--- src/design/scsi_map.svh ---
// register offsets, field positions, reset values and frame timing of the card channel
`ifndef SCSI_MAP_SVH
`define SCSI_MAP_SVH
// register byte offsets
`define SCSI_OFS_CTRL 8'h00
`define SCSI_OFS_MODE 8'h04
`define SCSI_OFS_CARD 8'h08
`define SCSI_OFS_STAT 8'h0C
`define SCSI_OFS_CLR 8'h10
`define SCSI_OFS_IEN 8'h14
`define SCSI_OFS_TXD 8'h18
`define SCSI_OFS_RXD 8'h1C
// highest mapped word index
`define SCSI_IDX_LAST 6'h07
// serial_control_reg fields
`define SCSI_CTRL_TXEN 0
`define SCSI_CTRL_RXEN 1
`define SCSI_CTRL_CKE 2
`define SCSI_CTRL_CKL 3
`define SCSI_CTRL_RXIRQ 4
// card_mode_reg field: smart card mode select
`define SCSI_CARD_SMIF 0
// status and clear and enable fields
`define SCSI_ST_RXF 0
`define SCSI_ST_PERR 1
`define SCSI_ST_TXD 2
`define SCSI_ST_TXE 3
// reset values
`define SCSI_CTRL_RST 8'h00
`define SCSI_MODE_RST 8'h00
`define SCSI_IEN_RST 4'h0
// bit period in card clock periods and frame positions in bit periods
`define SCSI_ETU_CLKS 372
`define SCSI_ETU_LAST 9'(`SCSI_ETU_CLKS - 1)
`define SCSI_ETU_HALF 9'(`SCSI_ETU_CLKS / 2)
`define SCSI_FRAME_BITS 4'hA
`define SCSI_PAR_BIT 4'h9
`define SCSI_ERR_BIT 4'hA
`define SCSI_RESEND_BIT 4'hD
// bus responses
`define SCSI_RESP_OKAY 2'b00
`define SCSI_RESP_SLVERR 2'b10
`endif

--- src/design/scsi_pkg.sv ---
// state types of the smart card serial channel
package scsi_pkg;
	// receive sequencer states
	typedef enum logic [1:0] {
		RX_IDLE = 2'b00,
		RX_BITS = 2'b01,
		RX_ERRW = 2'b10,
		RX_ERRS = 2'b11
	} scsi_rx_e;
	// transmit sequencer states
	typedef enum logic [1:0] {
		TX_IDLE = 2'b00,
		TX_BITS = 2'b01,
		TX_CHK = 2'b10,
		TX_GAP = 2'b11
	} scsi_tx_e;
endpackage : scsi_pkg

--- src/design/scsi_sync.sv ---
// two-flop synchroniser for inputs from outside the clock domain
`timescale 1ns/100ps
module scsi_sync #(
	parameter int W = 1
) (
	// clock and reset
	input wire logic clk,
	input wire logic rst_n,
	// asynchronous in, synchronised out
	input wire logic [W-1:0] d,
	output logic [W-1:0] q
);
	// first stage, read only by the second
	logic [W-1:0] meta_q;

	// two stages, nothing taps the first
	always_ff @(posedge clk or negedge rst_n)
	begin
		if (!rst_n)
		begin
			meta_q <= '1;
			q <= '1;
		end
		else
		begin
			meta_q <= d;
			q <= meta_q;
		end
	end
endmodule : scsi_sync

--- src/design/scsi_clkgen.sv ---
// card clock generator: whole periods only, stops at a chosen level
`timescale 1ns/100ps
module scsi_clkgen #(
	parameter int HALF = 4
) (
	// clock and reset
	input wire logic clk,
	input wire logic rst_n,
	// control
	input wire logic en,
	input wire logic level,
	// card clock and period start pulse
	output logic sck_q,
	output logic running_q,
	output logic tick_q
);
	// cycles spent in the current half period
	logic [15:0] cnt_q;
	logic half_end_w;

	assign half_end_w = (cnt_q == 16'(HALF - 1));

	// high half then low half; a stop only lands at the end of the low half
	always_ff @(posedge clk or negedge rst_n)
	begin
		if (!rst_n)
		begin
			cnt_q <= 16'h0000;
			sck_q <= 1'b0;
			running_q <= 1'b0;
			tick_q <= 1'b0;
		end
		else
		begin
			tick_q <= 1'b0;
			if (!running_q)
			begin
				cnt_q <= 16'h0000;
				sck_q <= en | level;
				running_q <= en;
				tick_q <= en;
			end
			else if (!half_end_w)
				cnt_q <= cnt_q + 16'h0001;
			else
			begin
				cnt_q <= 16'h0000;
				if (sck_q)
					sck_q <= 1'b0;
				else if (en)
				begin
					sck_q <= 1'b1;
					tick_q <= 1'b1;
				end
				else
				begin
					running_q <= 1'b0;
					sck_q <= level;
				end
			end
		end
	end

	// length of the current high half, restarted whenever the clock is parked
	logic [15:0] hi_len_q;

	// counts high cycles so every high half, the first included, can be measured
	always_ff @(posedge clk or negedge rst_n)
	begin
		if (!rst_n)
			hi_len_q <= 16'h0000;
		else if (sck_q && running_q)
			hi_len_q <= hi_len_q + 16'h0001;
		else
			hi_len_q <= 16'h0000;
	end
endmodule : scsi_clkgen

--- src/design/scsi_top.sv ---
// smart card serial channel: shared data line, card clock, registers over AXI4-Lite
// Notes on behaviour
// - both enables set: own sends are received
// - serial clock pin drives the card clock
// - clock stop finishes period, parks at level
// - restarted clock has normal first period
// - bit is 372 card clocks, frame 10
// - parity failure sets error flag and interrupt
// - no receive-full flag on parity error
// - good parity sets receive-full and interrupt
// - dma read clears receive-full flag
// - good frame: line released in error slot
// - parity error: drive low 1 bit at 10.5
// - card error signal: resend after 2 bits
// - receive interrupt enable gates both receive interrupts
`timescale 1ns/100ps
`include "scsi_map.svh"
module scsi_top
	import scsi_pkg::*;
#(
	parameter int HALF_DIV = 4
) (
	// clock and reset
	input wire logic REF_CLK,
	input wire logic ARST_N,
	// axi4-lite write
	input wire logic AWVALID,
	output logic AWREADY,
	input wire logic [7:0] AWADDR,
	input wire logic WVALID,
	output logic WREADY,
	input wire logic [31:0] WDATA,
	input wire logic [3:0] WSTRB,
	output logic BVALID,
	input wire logic BREADY,
	output logic [1:0] BRESP,
	// axi4-lite read
	input wire logic ARVALID,
	output logic ARREADY,
	input wire logic [7:0] ARADDR,
	output logic RVALID,
	input wire logic RREADY,
	output logic [31:0] RDATA,
	output logic [1:0] RRESP,
	// dma read of the receive data
	input wire logic DMA_RD_STB,
	output logic [7:0] RX_DATA,
	// shared data line, open drain
	input wire logic DATA_IN,
	output logic DATA_OUT,
	output logic DATA_OE_N,
	// card clock pin
	output logic SCK_OUT,
	output logic SCK_OE_N,
	// interrupts
	output logic IRQ,
	output logic RX_FULL_IRQ,
	output logic RX_ERR_IRQ
);

	// next position within a frame: bit index and card clock count
	function automatic logic [12:0] etu_step(input logic [3:0] b, input logic [8:0] c);
		etu_step = (c == `SCSI_ETU_LAST) ? {4'(b + 4'h1), 9'h000} : {b, 9'(c + 9'h001)};
	endfunction : etu_step

	// word-aligned and inside the map
	function automatic logic is_mapped(input logic [7:0] a);
		is_mapped = (a[1:0] == 2'b00) && (a[7:2] <= `SCSI_IDX_LAST);
	endfunction : is_mapped

	// bus slave state
	logic awready_q, wready_q, bvalid_q, arready_q, rvalid_q;
	logic [7:0] awaddr_q;
	logic [31:0] wdata_q, rdata_q;
	logic [3:0] wstrb_q;
	logic [1:0] bresp_q, rresp_q;
	// software registers
	logic [7:0] ctrl_q, mode_q, card_q, txd_q, rxd_q;
	logic [3:0] ien_q, status_q;
	// sequencers
	scsi_rx_e rx_st_q, rx_st_d;
	scsi_tx_e tx_st_q, tx_st_d;
	logic [8:0] rx_cnt_q, rx_cnt_d, tx_cnt_q, tx_cnt_d;
	logic [3:0] rx_bit_q, rx_bit_d, tx_bit_q, tx_bit_d;
	logic [7:0] rx_sh_q, rx_sh_d;
	logic [9:0] tx_frame_q;
	logic tx_pend_q;
	// pins and interrupts
	logic oe_n_q, loop_q, line_prev_q, sck_oe_n_q, irq_q, rxf_irq_q, rxe_irq_q;
	logic line_s_w, sck_w, run_w, tick_w;

	// data line into the clock domain
	scsi_sync #(.W(1)) u_sync (
		.clk(REF_CLK),
		.rst_n(ARST_N),
		.d(DATA_IN),
		.q(line_s_w)
	);

	// card clock source
	scsi_clkgen #(.HALF(HALF_DIV)) u_clk (
		.clk(REF_CLK),
		.rst_n(ARST_N),
		.en(ctrl_q[`SCSI_CTRL_CKE]),
		.level(ctrl_q[`SCSI_CTRL_CKL]),
		.sck_q(sck_w),
		.running_q(run_w),
		.tick_q(tick_w)
	);

	// control decode
	logic tx_en_w, rx_en_w, rx_irq_en_w;
	assign tx_en_w = ctrl_q[`SCSI_CTRL_TXEN];
	assign rx_en_w = ctrl_q[`SCSI_CTRL_RXEN];
	assign rx_irq_en_w = ctrl_q[`SCSI_CTRL_RXIRQ];

	// write decode: both halves held and no response pending
	logic wr_fire_w, wr_b0_w;
	logic [3:0] clr_w;
	assign wr_fire_w = !awready_q && !wready_q && !bvalid_q;
	assign wr_b0_w = wr_fire_w && wstrb_q[0];
	assign clr_w = (wr_b0_w && awaddr_q == `SCSI_OFS_CLR) ? wdata_q[3:0] : 4'h0;

	// read selection
	logic [31:0] rd_w;
	assign rd_w = (ARADDR == `SCSI_OFS_CTRL) ? {24'h00_0000, ctrl_q} :
		(ARADDR == `SCSI_OFS_MODE) ? {24'h00_0000, mode_q} :
		(ARADDR == `SCSI_OFS_CARD) ? {24'h00_0000, card_q} :
		(ARADDR == `SCSI_OFS_STAT) ? {28'h000_0000, status_q} :
		(ARADDR == `SCSI_OFS_IEN) ? {28'h000_0000, ien_q} :
		(ARADDR == `SCSI_OFS_TXD) ? {24'h00_0000, txd_q} :
		(ARADDR == `SCSI_OFS_RXD) ? {24'h00_0000, rxd_q} : 32'h0000_0000;

	// write channel: take address and data in either order
	always_ff @(posedge REF_CLK or negedge ARST_N)
	begin
		if (!ARST_N)
		begin
			awready_q <= 1'b1;
			wready_q <= 1'b1;
			bvalid_q <= 1'b0;
			bresp_q <= `SCSI_RESP_OKAY;
			awaddr_q <= 8'h00;
			wdata_q <= 32'h0000_0000;
			wstrb_q <= 4'h0;
		end
		else
		begin
			if (AWVALID && awready_q)
			begin
				awaddr_q <= AWADDR;
				awready_q <= 1'b0;
			end
			if (WVALID && wready_q)
			begin
				wdata_q <= WDATA;
				wstrb_q <= WSTRB;
				wready_q <= 1'b0;
			end
			if (wr_fire_w)
			begin
				bvalid_q <= 1'b1;
				bresp_q <= is_mapped(awaddr_q) ? `SCSI_RESP_OKAY : `SCSI_RESP_SLVERR;
			end
			else if (bvalid_q && BREADY)
			begin
				bvalid_q <= 1'b0;
				awready_q <= 1'b1;
				wready_q <= 1'b1;
			end
		end
	end

	// read channel: one cycle to data
	always_ff @(posedge REF_CLK or negedge ARST_N)
	begin
		if (!ARST_N)
		begin
			arready_q <= 1'b1;
			rvalid_q <= 1'b0;
			rdata_q <= 32'h0000_0000;
			rresp_q <= `SCSI_RESP_OKAY;
		end
		else if (ARVALID && arready_q)
		begin
			arready_q <= 1'b0;
			rvalid_q <= 1'b1;
			rdata_q <= rd_w;
			rresp_q <= is_mapped(ARADDR) ? `SCSI_RESP_OKAY : `SCSI_RESP_SLVERR;
		end
		else if (rvalid_q && RREADY)
		begin
			rvalid_q <= 1'b0;
			arready_q <= 1'b1;
		end
	end

	// software registers, low byte lane only
	always_ff @(posedge REF_CLK or negedge ARST_N)
	begin
		if (!ARST_N)
		begin
			ctrl_q <= `SCSI_CTRL_RST;
			mode_q <= `SCSI_MODE_RST;
			card_q <= `SCSI_MODE_RST;
			ien_q <= `SCSI_IEN_RST;
			txd_q <= `SCSI_MODE_RST;
		end
		else if (wr_b0_w)
		begin
			if (awaddr_q == `SCSI_OFS_CTRL)
				ctrl_q <= wdata_q[7:0];
			if (awaddr_q == `SCSI_OFS_MODE)
				mode_q <= wdata_q[7:0];
			if (awaddr_q == `SCSI_OFS_CARD)
				card_q <= wdata_q[7:0];
			if (awaddr_q == `SCSI_OFS_IEN)
				ien_q <= wdata_q[3:0];
			if (awaddr_q == `SCSI_OFS_TXD)
				txd_q <= wdata_q[7:0];
		end
	end

	// receive line: own drive folded in so loop-back needs no card
	logic rx_line_w, rx_fall_w, rx_mid_w, par_eval_w, par_bad_w, rx_set_w, rx_perr_w;
	assign rx_line_w = line_s_w & loop_q;
	assign rx_fall_w = line_prev_q && !rx_line_w;
	assign rx_mid_w = tick_w && rx_cnt_q == `SCSI_ETU_HALF;
	assign par_eval_w = rx_st_q == RX_BITS && rx_mid_w && rx_bit_q == `SCSI_PAR_BIT;
	assign par_bad_w = ^{rx_line_w, rx_sh_q};
	assign rx_set_w = par_eval_w && !par_bad_w;
	assign rx_perr_w = par_eval_w && par_bad_w;

	// receive sequencer next state
	always_comb
	begin
		rx_st_d = rx_st_q;
		rx_sh_d = rx_sh_q;
		{rx_bit_d, rx_cnt_d} = {rx_bit_q, rx_cnt_q};
		if (rx_st_q != RX_IDLE && tick_w)
			{rx_bit_d, rx_cnt_d} = etu_step(rx_bit_q, rx_cnt_q);
		case (rx_st_q)
			RX_IDLE:
				if (rx_fall_w)
				begin
					rx_st_d = RX_BITS;
					{rx_bit_d, rx_cnt_d} = 13'h0000;
				end
			RX_BITS:
				if (rx_mid_w)
				begin
					// false start, or parity decides the error slot
					if (rx_bit_q == 4'h0 && rx_line_w)
						rx_st_d = RX_IDLE;
					else if (rx_bit_q == `SCSI_PAR_BIT)
						rx_st_d = par_bad_w ? RX_ERRW : RX_IDLE;
					else if (rx_bit_q != 4'h0)
						rx_sh_d = {rx_line_w, rx_sh_q[7:1]};
				end
			RX_ERRW:
				if (rx_mid_w && rx_bit_q == `SCSI_ERR_BIT)
					rx_st_d = RX_ERRS;
			RX_ERRS:
				if (rx_mid_w && rx_bit_q == 4'(`SCSI_ERR_BIT + 4'h1))
					rx_st_d = RX_IDLE;
			default:
				rx_st_d = RX_IDLE;
		endcase
		if (!rx_en_w)
			rx_st_d = RX_IDLE;
	end

	// transmit decode
	logic tx_go_w, tx_chk_w, tx_low_w;
	assign tx_go_w = tx_en_w && tx_pend_q && run_w && tick_w;
	assign tx_chk_w = tick_w && tx_bit_q == `SCSI_ERR_BIT && tx_cnt_q == `SCSI_ETU_LAST;
	// only a low level is driven
	assign tx_low_w = tx_st_q == TX_BITS && tx_bit_q < `SCSI_FRAME_BITS && !tx_frame_q[tx_bit_q];

	// transmit sequencer next state
	always_comb
	begin
		tx_st_d = tx_st_q;
		{tx_bit_d, tx_cnt_d} = {tx_bit_q, tx_cnt_q};
		if (tx_st_q != TX_IDLE && tick_w)
			{tx_bit_d, tx_cnt_d} = etu_step(tx_bit_q, tx_cnt_q);
		case (tx_st_q)
			TX_IDLE:
				if (tx_go_w)
				begin
					tx_st_d = TX_BITS;
					{tx_bit_d, tx_cnt_d} = 13'h0000;
				end
			TX_BITS:
				if (tx_bit_q == `SCSI_FRAME_BITS)
					tx_st_d = TX_CHK;
			TX_CHK:
				if (tx_chk_w)
					tx_st_d = TX_GAP;
			TX_GAP:
				// resend no sooner than 2 bits
				if (tx_bit_q == `SCSI_RESEND_BIT)
					tx_st_d = TX_IDLE;
			default:
				tx_st_d = TX_IDLE;
		endcase
		if (!tx_en_w)
			tx_st_d = TX_IDLE;
	end

	// sequencer registers and receive data
	always_ff @(posedge REF_CLK or negedge ARST_N)
	begin
		if (!ARST_N)
		begin
			rx_st_q <= RX_IDLE;
			tx_st_q <= TX_IDLE;
			{rx_bit_q, rx_cnt_q, tx_bit_q, tx_cnt_q} <= 26'h000_0000;
			rx_sh_q <= 8'h00;
			rxd_q <= 8'h00;
		end
		else
		begin
			rx_st_q <= rx_st_d;
			tx_st_q <= tx_st_d;
			{rx_bit_q, rx_cnt_q, tx_bit_q, tx_cnt_q} <= {rx_bit_d, rx_cnt_d, tx_bit_d, tx_cnt_d};
			rx_sh_q <= rx_sh_d;
			if (rx_set_w)
				rxd_q <= rx_sh_q;
		end
	end

	// pending character: loaded by a data write, kept until the card accepts it or transmit is disabled
	always_ff @(posedge REF_CLK or negedge ARST_N)
	begin
		if (!ARST_N)
		begin
			tx_pend_q <= 1'b0;
			tx_frame_q <= 10'h3FF;
		end
		else if (wr_b0_w && awaddr_q == `SCSI_OFS_TXD && tx_en_w)
		begin
			tx_pend_q <= 1'b1;
			tx_frame_q <= {^wdata_q[7:0], wdata_q[7:0], 1'b0};
		end
		else if (!tx_en_w || (tx_chk_w && tx_st_q == TX_CHK && rx_line_w))
			tx_pend_q <= 1'b0;
	end

	// sticky status: a set in the clearing cycle wins
	logic [3:0] st_set_w, st_clr_w;
	assign st_set_w = {tx_chk_w && tx_st_q == TX_CHK && !rx_line_w,
		tx_chk_w && tx_st_q == TX_CHK && rx_line_w, rx_perr_w, rx_set_w};
	assign st_clr_w = {clr_w[3:1], clr_w[0] | DMA_RD_STB};
	genvar gi;
	generate
		for (gi = 0; gi < 4; gi++)
		begin : g_status
			always_ff @(posedge REF_CLK or negedge ARST_N)
			begin
				if (!ARST_N)
					status_q[gi] <= 1'b0;
				else if (st_set_w[gi])
					status_q[gi] <= 1'b1;
				else if (st_clr_w[gi])
					status_q[gi] <= 1'b0;
			end
		end
	endgenerate

	// pin drivers and interrupt outputs
	always_ff @(posedge REF_CLK or negedge ARST_N)
	begin
		if (!ARST_N)
		begin
			oe_n_q <= 1'b1;
			loop_q <= 1'b1;
			line_prev_q <= 1'b1;
			sck_oe_n_q <= 1'b1;
			{irq_q, rxf_irq_q, rxe_irq_q} <= 3'h0;
		end
		else
		begin
			oe_n_q <= !(tx_low_w || rx_st_q == RX_ERRS);
			loop_q <= oe_n_q;
			line_prev_q <= rx_line_w;
			sck_oe_n_q <= !(card_q[`SCSI_CARD_SMIF] || ctrl_q[`SCSI_CTRL_CKE]);
			irq_q <= |(status_q & ien_q);
			rxf_irq_q <= status_q[`SCSI_ST_RXF] & rx_irq_en_w;
			rxe_irq_q <= status_q[`SCSI_ST_PERR] & rx_irq_en_w;
		end
	end

	// port drive
	assign {AWREADY, WREADY, BVALID, BRESP} = {awready_q, wready_q, bvalid_q, bresp_q};
	assign {ARREADY, RVALID, RDATA, RRESP} = {arready_q, rvalid_q, rdata_q, rresp_q};
	assign RX_DATA = rxd_q;
	assign DATA_OUT = 1'b0;
	assign DATA_OE_N = oe_n_q;
	assign SCK_OUT = sck_w;
	assign SCK_OE_N = sck_oe_n_q;
	assign {IRQ, RX_FULL_IRQ, RX_ERR_IRQ} = {irq_q, rxf_irq_q, rxe_irq_q};
endmodule : scsi_top

--- config.mk ---
export PLATFORM = sky130hd
export DESIGN_NAME = scsi_top
export DESIGN_NICKNAME = d
export VERILOG_FILES = /design/src/design/scsi_pkg.sv /design/src/design/scsi_sync.sv /design/src/design/scsi_clkgen.sv /design/src/design/scsi_top.sv
export VERILOG_INCLUDE_DIRS = /design/src /design/src/design
export SDC_FILE = /design/constraint.sdc
export NUM_CORES = 1
export LEC_CHECK = 0
export BUFFER_PORTS_ARGS = -buffer_cell sky130_fd_sc_hd__buf_2
export CAP_MARGIN = 20
export CORE_MARGIN = 3
export CORE_UTILIZATION = 52
export DETAILED_ROUTE_END_ITERATION = 10
export PLACE_DENSITY_LB_ADDON = 0.3
export SYNTH_ARGS = -nofsm -noshare
export SYNTH_HDL_FRONTEND = slang
export SYNTH_SLANG_ARGS = --single-unit
--- constraint.sdc ---
create_clock -name REF_CLK -period 2 [get_ports REF_CLK]
set_input_delay 0.1 -clock REF_CLK [delete_from_list [all_inputs] [get_ports REF_CLK]]
set_output_delay 0.1 -clock REF_CLK [all_outputs]
set_load 0.05 [all_outputs]
# Word level (Yosys, flattened, before mapping)
# Cells that the tools add are included.
# W data, S select, Z words.
[totals]
reg_bits = 183
wordCells = 246
out_inout_bits = 56
[op_classes]
n_addsub = 5
bitwise_logic = 8
muxes = 76
reduce_logical = 74
eq_ne = 36
magnitude_cmp = 4
[op_table]
columns = ["op", "n"]
rows = [
  ["$mux W8", 7],
  ["$mux W9", 6],
  ["$eq A8 B5 Y1 const B", 6],
  ["$logic_and A1 B1 Y1", 34],
  ["$mux W1", 34],
  ["$mux W16", 2],
  ["$mux W2", 15],
  ["$mux W4", 7],
  ["$mux W13", 2],
  ["$eq A8 B4 Y1 const B", 3],
  ["$ne A3 B3 Y1 const B", 8],
  ["$eq A4 B4 Y1 const B", 5],
  ["$add A9 B1 Y9 const B", 2],
  ["$eq A9 B9 Y1 const B", 2],
  ["$reduce_bool A2 Y1", 9],
  ["$add A16 B1 Y16 const B", 1],
  ["$eq A16 B2 Y1 const B", 1],
  ["$eq A8 B3 Y1 const B", 2],
  ["$logic_not A8 Y1", 2],
  ["$pmux W2 S4", 2],
  ["$le A6 B3 Y1 const B", 2],
  ["$reduce_and A2 Y1", 5],
  ["$reduce_and A5 Y1", 2],
  ["$eq A9 B8 Y1 const B", 1],
  ["other kinds (21)", 43],
]

# Depth between registers and ports, before layout
[logic_depth]
word_depth = 9
ltp_mapped = 7
ltp_nobuf = 7

# Hierarchy
# A second synthesis with hierarchy kept.
[hier_totals]
hier_cells = 673
hier_area_um2 = 7716.2
[by_module_without_submodules]
columns = ["mod", "area_per_inst_um2", "instances", "cells_per_inst"]
rows = [
  ["scsi_top", 6740.2, 1, 582],
  ["scsi_clkgen", 923.4, 1, 89],
  ["scsi_sync", 52.6, 1, 2],
]

# Least setup slack after synthesis
# Ideal clock, no wire load.
[synth_timing]
kind = "reg-to-reg"
start = "register bvalid_q (netlist: BVALID)"
end = "register ctrl_q[0]"
setup_slack_ns = -0.459
period_less_slack_ns = 2.459
arrival_ns = 2.334
stages_incl_launch_ff = 5
required_ns = 1.875
cell_sequence = "dfrtp_1 -> or4b_4 -> or4b_4 -> nor3_4 -> mux2_2"
[synth_via]
elab_chain_cells = 4
[synth_lines]
columns = ["element", "line_no", "text"]
rows = [
  ["from (decl)", "scsi_top.sv:72", "logic awready_q, wready_q, bvalid_q, arready_q, rvalid_q;"],
  ["from (signal assigned)", "scsi_top.sv:141", "bvalid_q <= 1'b0;"],
  ["from (signal assigned)", "scsi_top.sv:162", "bvalid_q <= 1'b1;"],
  ["from (signal assigned)", "scsi_top.sv:167", "bvalid_q <= 1'b0;"],
  ["$logic_not A1 Y1", "scsi_top.sv:120", "assign wr_fire_w = !awready_q && !wready_q && !bvalid_q;"],
  ["$logic_and A1 B1 Y1", "scsi_top.sv:120", ""],
  ["$logic_and A1 B1 Y1", "scsi_top.sv:121", "assign wr_b0_w = wr_fire_w && wstrb_q[0];"],
  ["$reduce_and A2 Y1 (no line)", "--", ""],
  ["to (signal assigned)", "scsi_top.sv:203", "ctrl_q <= `SCSI_CTRL_RST;"],
  ["to (signal assigned)", "scsi_top.sv:212", "ctrl_q <= wdata_q[7:0];"],
  ["to (decl)", "scsi_top.sv:78", "logic [7:0] ctrl_q, mode_q, card_q, txd_q, rxd_q;"],
]
# Every way passes these cells.
# A chain may end at the register's enable or synchronous reset.

# Worst setup path in the final report
[layout_timing]
start = "register wready_q (netlist: WREADY)"
end = "register ctrl_q[5]"
[layout_via]
elab_chain_cells = 5
[layout_lines]
columns = ["element", "line_no", "text"]
rows = [
  ["from (decl)", "scsi_top.sv:72", ""],
  ["from (signal assigned)", "scsi_top.sv:140", "wready_q <= 1'b1;"],
  ["from (signal assigned)", "scsi_top.sv:158", "wready_q <= 1'b0;"],
  ["from (signal assigned)", "scsi_top.sv:169", "wready_q <= 1'b1;"],
  ["$logic_not A1 Y1", "scsi_top.sv:120", ""],
  ["$logic_and A1 B1 Y1 (2 in a row)", "scsi_top.sv:120", ""],
  ["$logic_and A1 B1 Y1", "scsi_top.sv:121", ""],
  ["$reduce_and A2 Y1 (no line)", "--", ""],
]
# Every way passes these cells.

==> results.cfg <==
[outcome]
status = complete, but fails checks
violations = setup timing

[timing]
timing.fmax_mhz = 443
rsz0062_at_grt = true
setup_viol = 60
max_slew_margin_pct = 53.4
finalWorstSetupSlack_ns = -0.258
period_share_pct = 113
worst-slew-pin-transition_ns = 0.689
maxSlewViolCount = 0
finalClockSkew_ns = 0.0102
fin_hold_ws_ns = 0.161
finalHoldViolCount = 0
timing.final.crit_period_ns = 2.26

[clock_tree]
ctsHtreeMaxLevel = 4
cts_sinks = 157
clockBufferDepth = 2
cts_tree = built
cts_buffers = 17
clock_latency_ns = 0.43
cts_root_buf = clkbuf_16
clk_pin_slew_worst_paths_ns = 0.07

[hold_path]
min_path_cells = 4
hp-class = input port to flip-flop
holdPathEnd = RDATA[1]
hold_start = ARADDR[0]

[worst_setup_path]
crit_arrival_ns = 2.57
worst-path-max-fanout = 8
slowest_delay_ns = 0.57
rr_startpoint = WREADY
crit_top_cell = or4b_4
r2r-end = ctrl_q[5]
cp.required_ns = 2.31
slowest_stage = or4b_4
critPathCaptureType = flip-flop
cp-start-kind = flip-flop
crit_type = flip-flop to flip-flop
crit_path_cell_trace = or4b_4 -> or4b_4 -> nor3_4 -> buf_12 -> mux2_2
ff2ff_path_depth = 5
rrSetupSlack_ns = -0.26

[logic_synthesis]
yosysSeqAreaShare_pct = 52.3
synth_area_um2 = 7560
synthCells = 656
yosys_register_bits = 157
yosys.area.top_type = dfrtp_1
synth_area_leaders = dfrtp_1, mux2_2, dfstp_2
postSynthAreaPerCell_um2 = 11.5
synth_edf_count = 0
synthArstFlopShare_pct = 100
synth.most_common_cell = dfrtp_1
yosys-top-cells-count = dfrtp_1, mux2_2, nor2_1
yosys.area.top_type_share_pct = 45.7
yosysUniqueCellTypes = 55
synth_warnings = 0
ys.flop_type = dfrtp_1

[die]
core_region_area_um2 = 14000
die_w_um = 127
ios = 117
die_h_um = 127
start_util_pct = 53.9
dieArea_um2 = 16000
rows = 43

[final_layout]
multi_input_area_um2 = 3500
nNetsFinal = 869
seqCellArea_um2 = 3950
drive_gt1_share_pct = 33.0
area_delta_synth_final_pct = 23.8
diodes = 0
fin_cells = 985
n_fill_cell = 1022

[drt]
antenna_left = 0
dr.pass1.iters = 4
wl_um = 17000
dr.first_iter.drc_count = 360
vias = 5341
drt-wirelength-per-cell_um = 17.3
via_per_inst = 5.42
drc = 0

[global_routing]
grt_pass1_vias = 5796
grt_pass1_wl_um = 28400
grt_max_degree = 55
antenna_found_initial = 0
grt_usage_pct = 22.2
grt.overflow.total = 0

[run]
drv_cap = 0

[power]
ir_drop_mv = 0.914
p_per_area_nw_per_um2 = 965
leakage_nw = 4.42

[place]
finalWeightedCongestion = 0.837
placed_cells = 916
dp.final_hpwl_um = 11400
port-buffer-count = 62
[what timing repair did]
| action | CTS | global route |
|---|---|---|
| gates resized for setup | 27 | 17 |
| setup endpoints to repair | 68 | 78 |
| endpoints found under the hold margin | 75 | 0 |
| pin swaps | 5 | 1 |
| hold buffers | 28 | 0 |
| gates cloned | 0 | 1 |
| setup buffers | 5 | 4 |
[sequential cells by signal, summed over array words and instances (netlist names), 2 cells and up]
name         cells
tx_st_q          2
tx_bit_q         4
wdata_q          8
rx_sh_q          8
ien_q            4
rx_st_q          2
card_q           8
rx_cnt_q         9
tx_frame_q      10
status_q         4
ctrl_q           8
RX_DATA          8
RDATA            8
tx_cnt_q         9
u_clk.cnt_q     16
awaddr_q         8
txd_q            8
rx_bit_q         4
mode_q           8
[metal layers]
metal,share of wire (%),GRT usage (%),up-vias
met4,1.6,7.63,0
li1,-,-,2517
met5,0,0,-
met3,3.7,5.81,20
met2,52,38.3,125
met1,42,27.2,2679
[power breakdown]
part | internal, mW | switching (mW) | leakage, nW | total, mW
sequential | 3.59 | 0.546 | 2.07 | 4.14
combinational | 0.776 | 0.959 | 2.08 | 1.73
clock | 1.85 | 1.31 | 0.275 | 3.16
total | 6.22 | 2.82 | 4.42 | 9.03
[how the worst max path moves through the flow]
stage / slack (ns) / start / depth (start not counted) / endpoint
final: -0.26 / WREADY / 5 / ctrl_q[5]
after global routing: -0.30 / WREADY / 5 / ctrl_q[5]
after global placement: -0.19 / WREADY / 5 / ctrl_q[0]
after detailed placement: -0.23 / WREADY / 5 / ctrl_q[2]
after CTS: -0.25 / WREADY / 5 / ctrl_q[6]
after floorplan: -0.36 / BVALID / 4 / ctrl_q[0]
[cell type report]
cell class | instances | area share, %
inverters | 21 | 0.842
flip-flops and latches | 157 | 42.2
repair buffers | 137 | 11.0
clock inverters | 12 | 1.47
multi-input cells | 458 | 37.4
well taps | 180 | 2.41
clock buffers | 20 | 4.66
[kinds of logic after synthesis]
group | share of synthesized area, %
AND/OR/NAND/NOR | 13.4
flip-flops | 52.3
multiplexers | 15.0
AO/OA/AOI/OAI | 6.37
buffers and inverters | 4.67
XOR/XNOR | 5.62
adder cells (fa/ha/maj) | 2.65
other | 0.0496
[placed cells by master, fill, tap and decap left out, types with 11 or more instances in the layout]
| cell | n |
|---|---|
| mux2i_1 | 11 |
| conb_1 | 27 |
| mux2_2 | 73 |
| xor2_1 | 21 |
| buf_4 | 36 |
| clkbuf_16 | 17 |
| dlygate4sd3_1 | 28 |
| buf_2 | 61 |
| xnor2_1 | 23 |
| a22oi_1 | 12 |
| dfrtp_1 | 137 |
| nand2_1 | 46 |
| nor2_1 | 54 |
| a21oi_1 | 12 |
| dfstp_2 | 19 |
| ha_1 | 15 |
| mux2_4 | 12 |
| o21ai_0 | 23 |
| nand3_1 | 14 |
| inv_1 | 20 |
[critical path: cells and delay by family (launching register included)]
kind / cells / cell delay [ns]
simple gates: 3 / 1.28
buf+inv: 1 / 0.16
mux: 1 / 0.33
flops: 1 / 0.37
[stage by stage]
stage / setup TNS (ns) / instance area, µm² / total power [mW] / worst slack (ns) / util (%)
6_report: -7.29 / 9360 / 9.03 / -0.258 / 66.7
3_5_place_dp: -8.45 / 8260 / 5.77 / -0.231 / 58.8
2_1_floorplan: -6.18 / 7670 / 5.22 / -0.360 / -
4_1_cts: -7.71 / 9250 / 9.05 / -0.253 / 65.9
3_3_place_gp: -7.06 / 8260 / 5.68 / -0.187 / 58.8
5_1_grt: -11.95 / 9360 / 9.42 / -0.295 / 66.7
(Power assumes the default switching activity.)
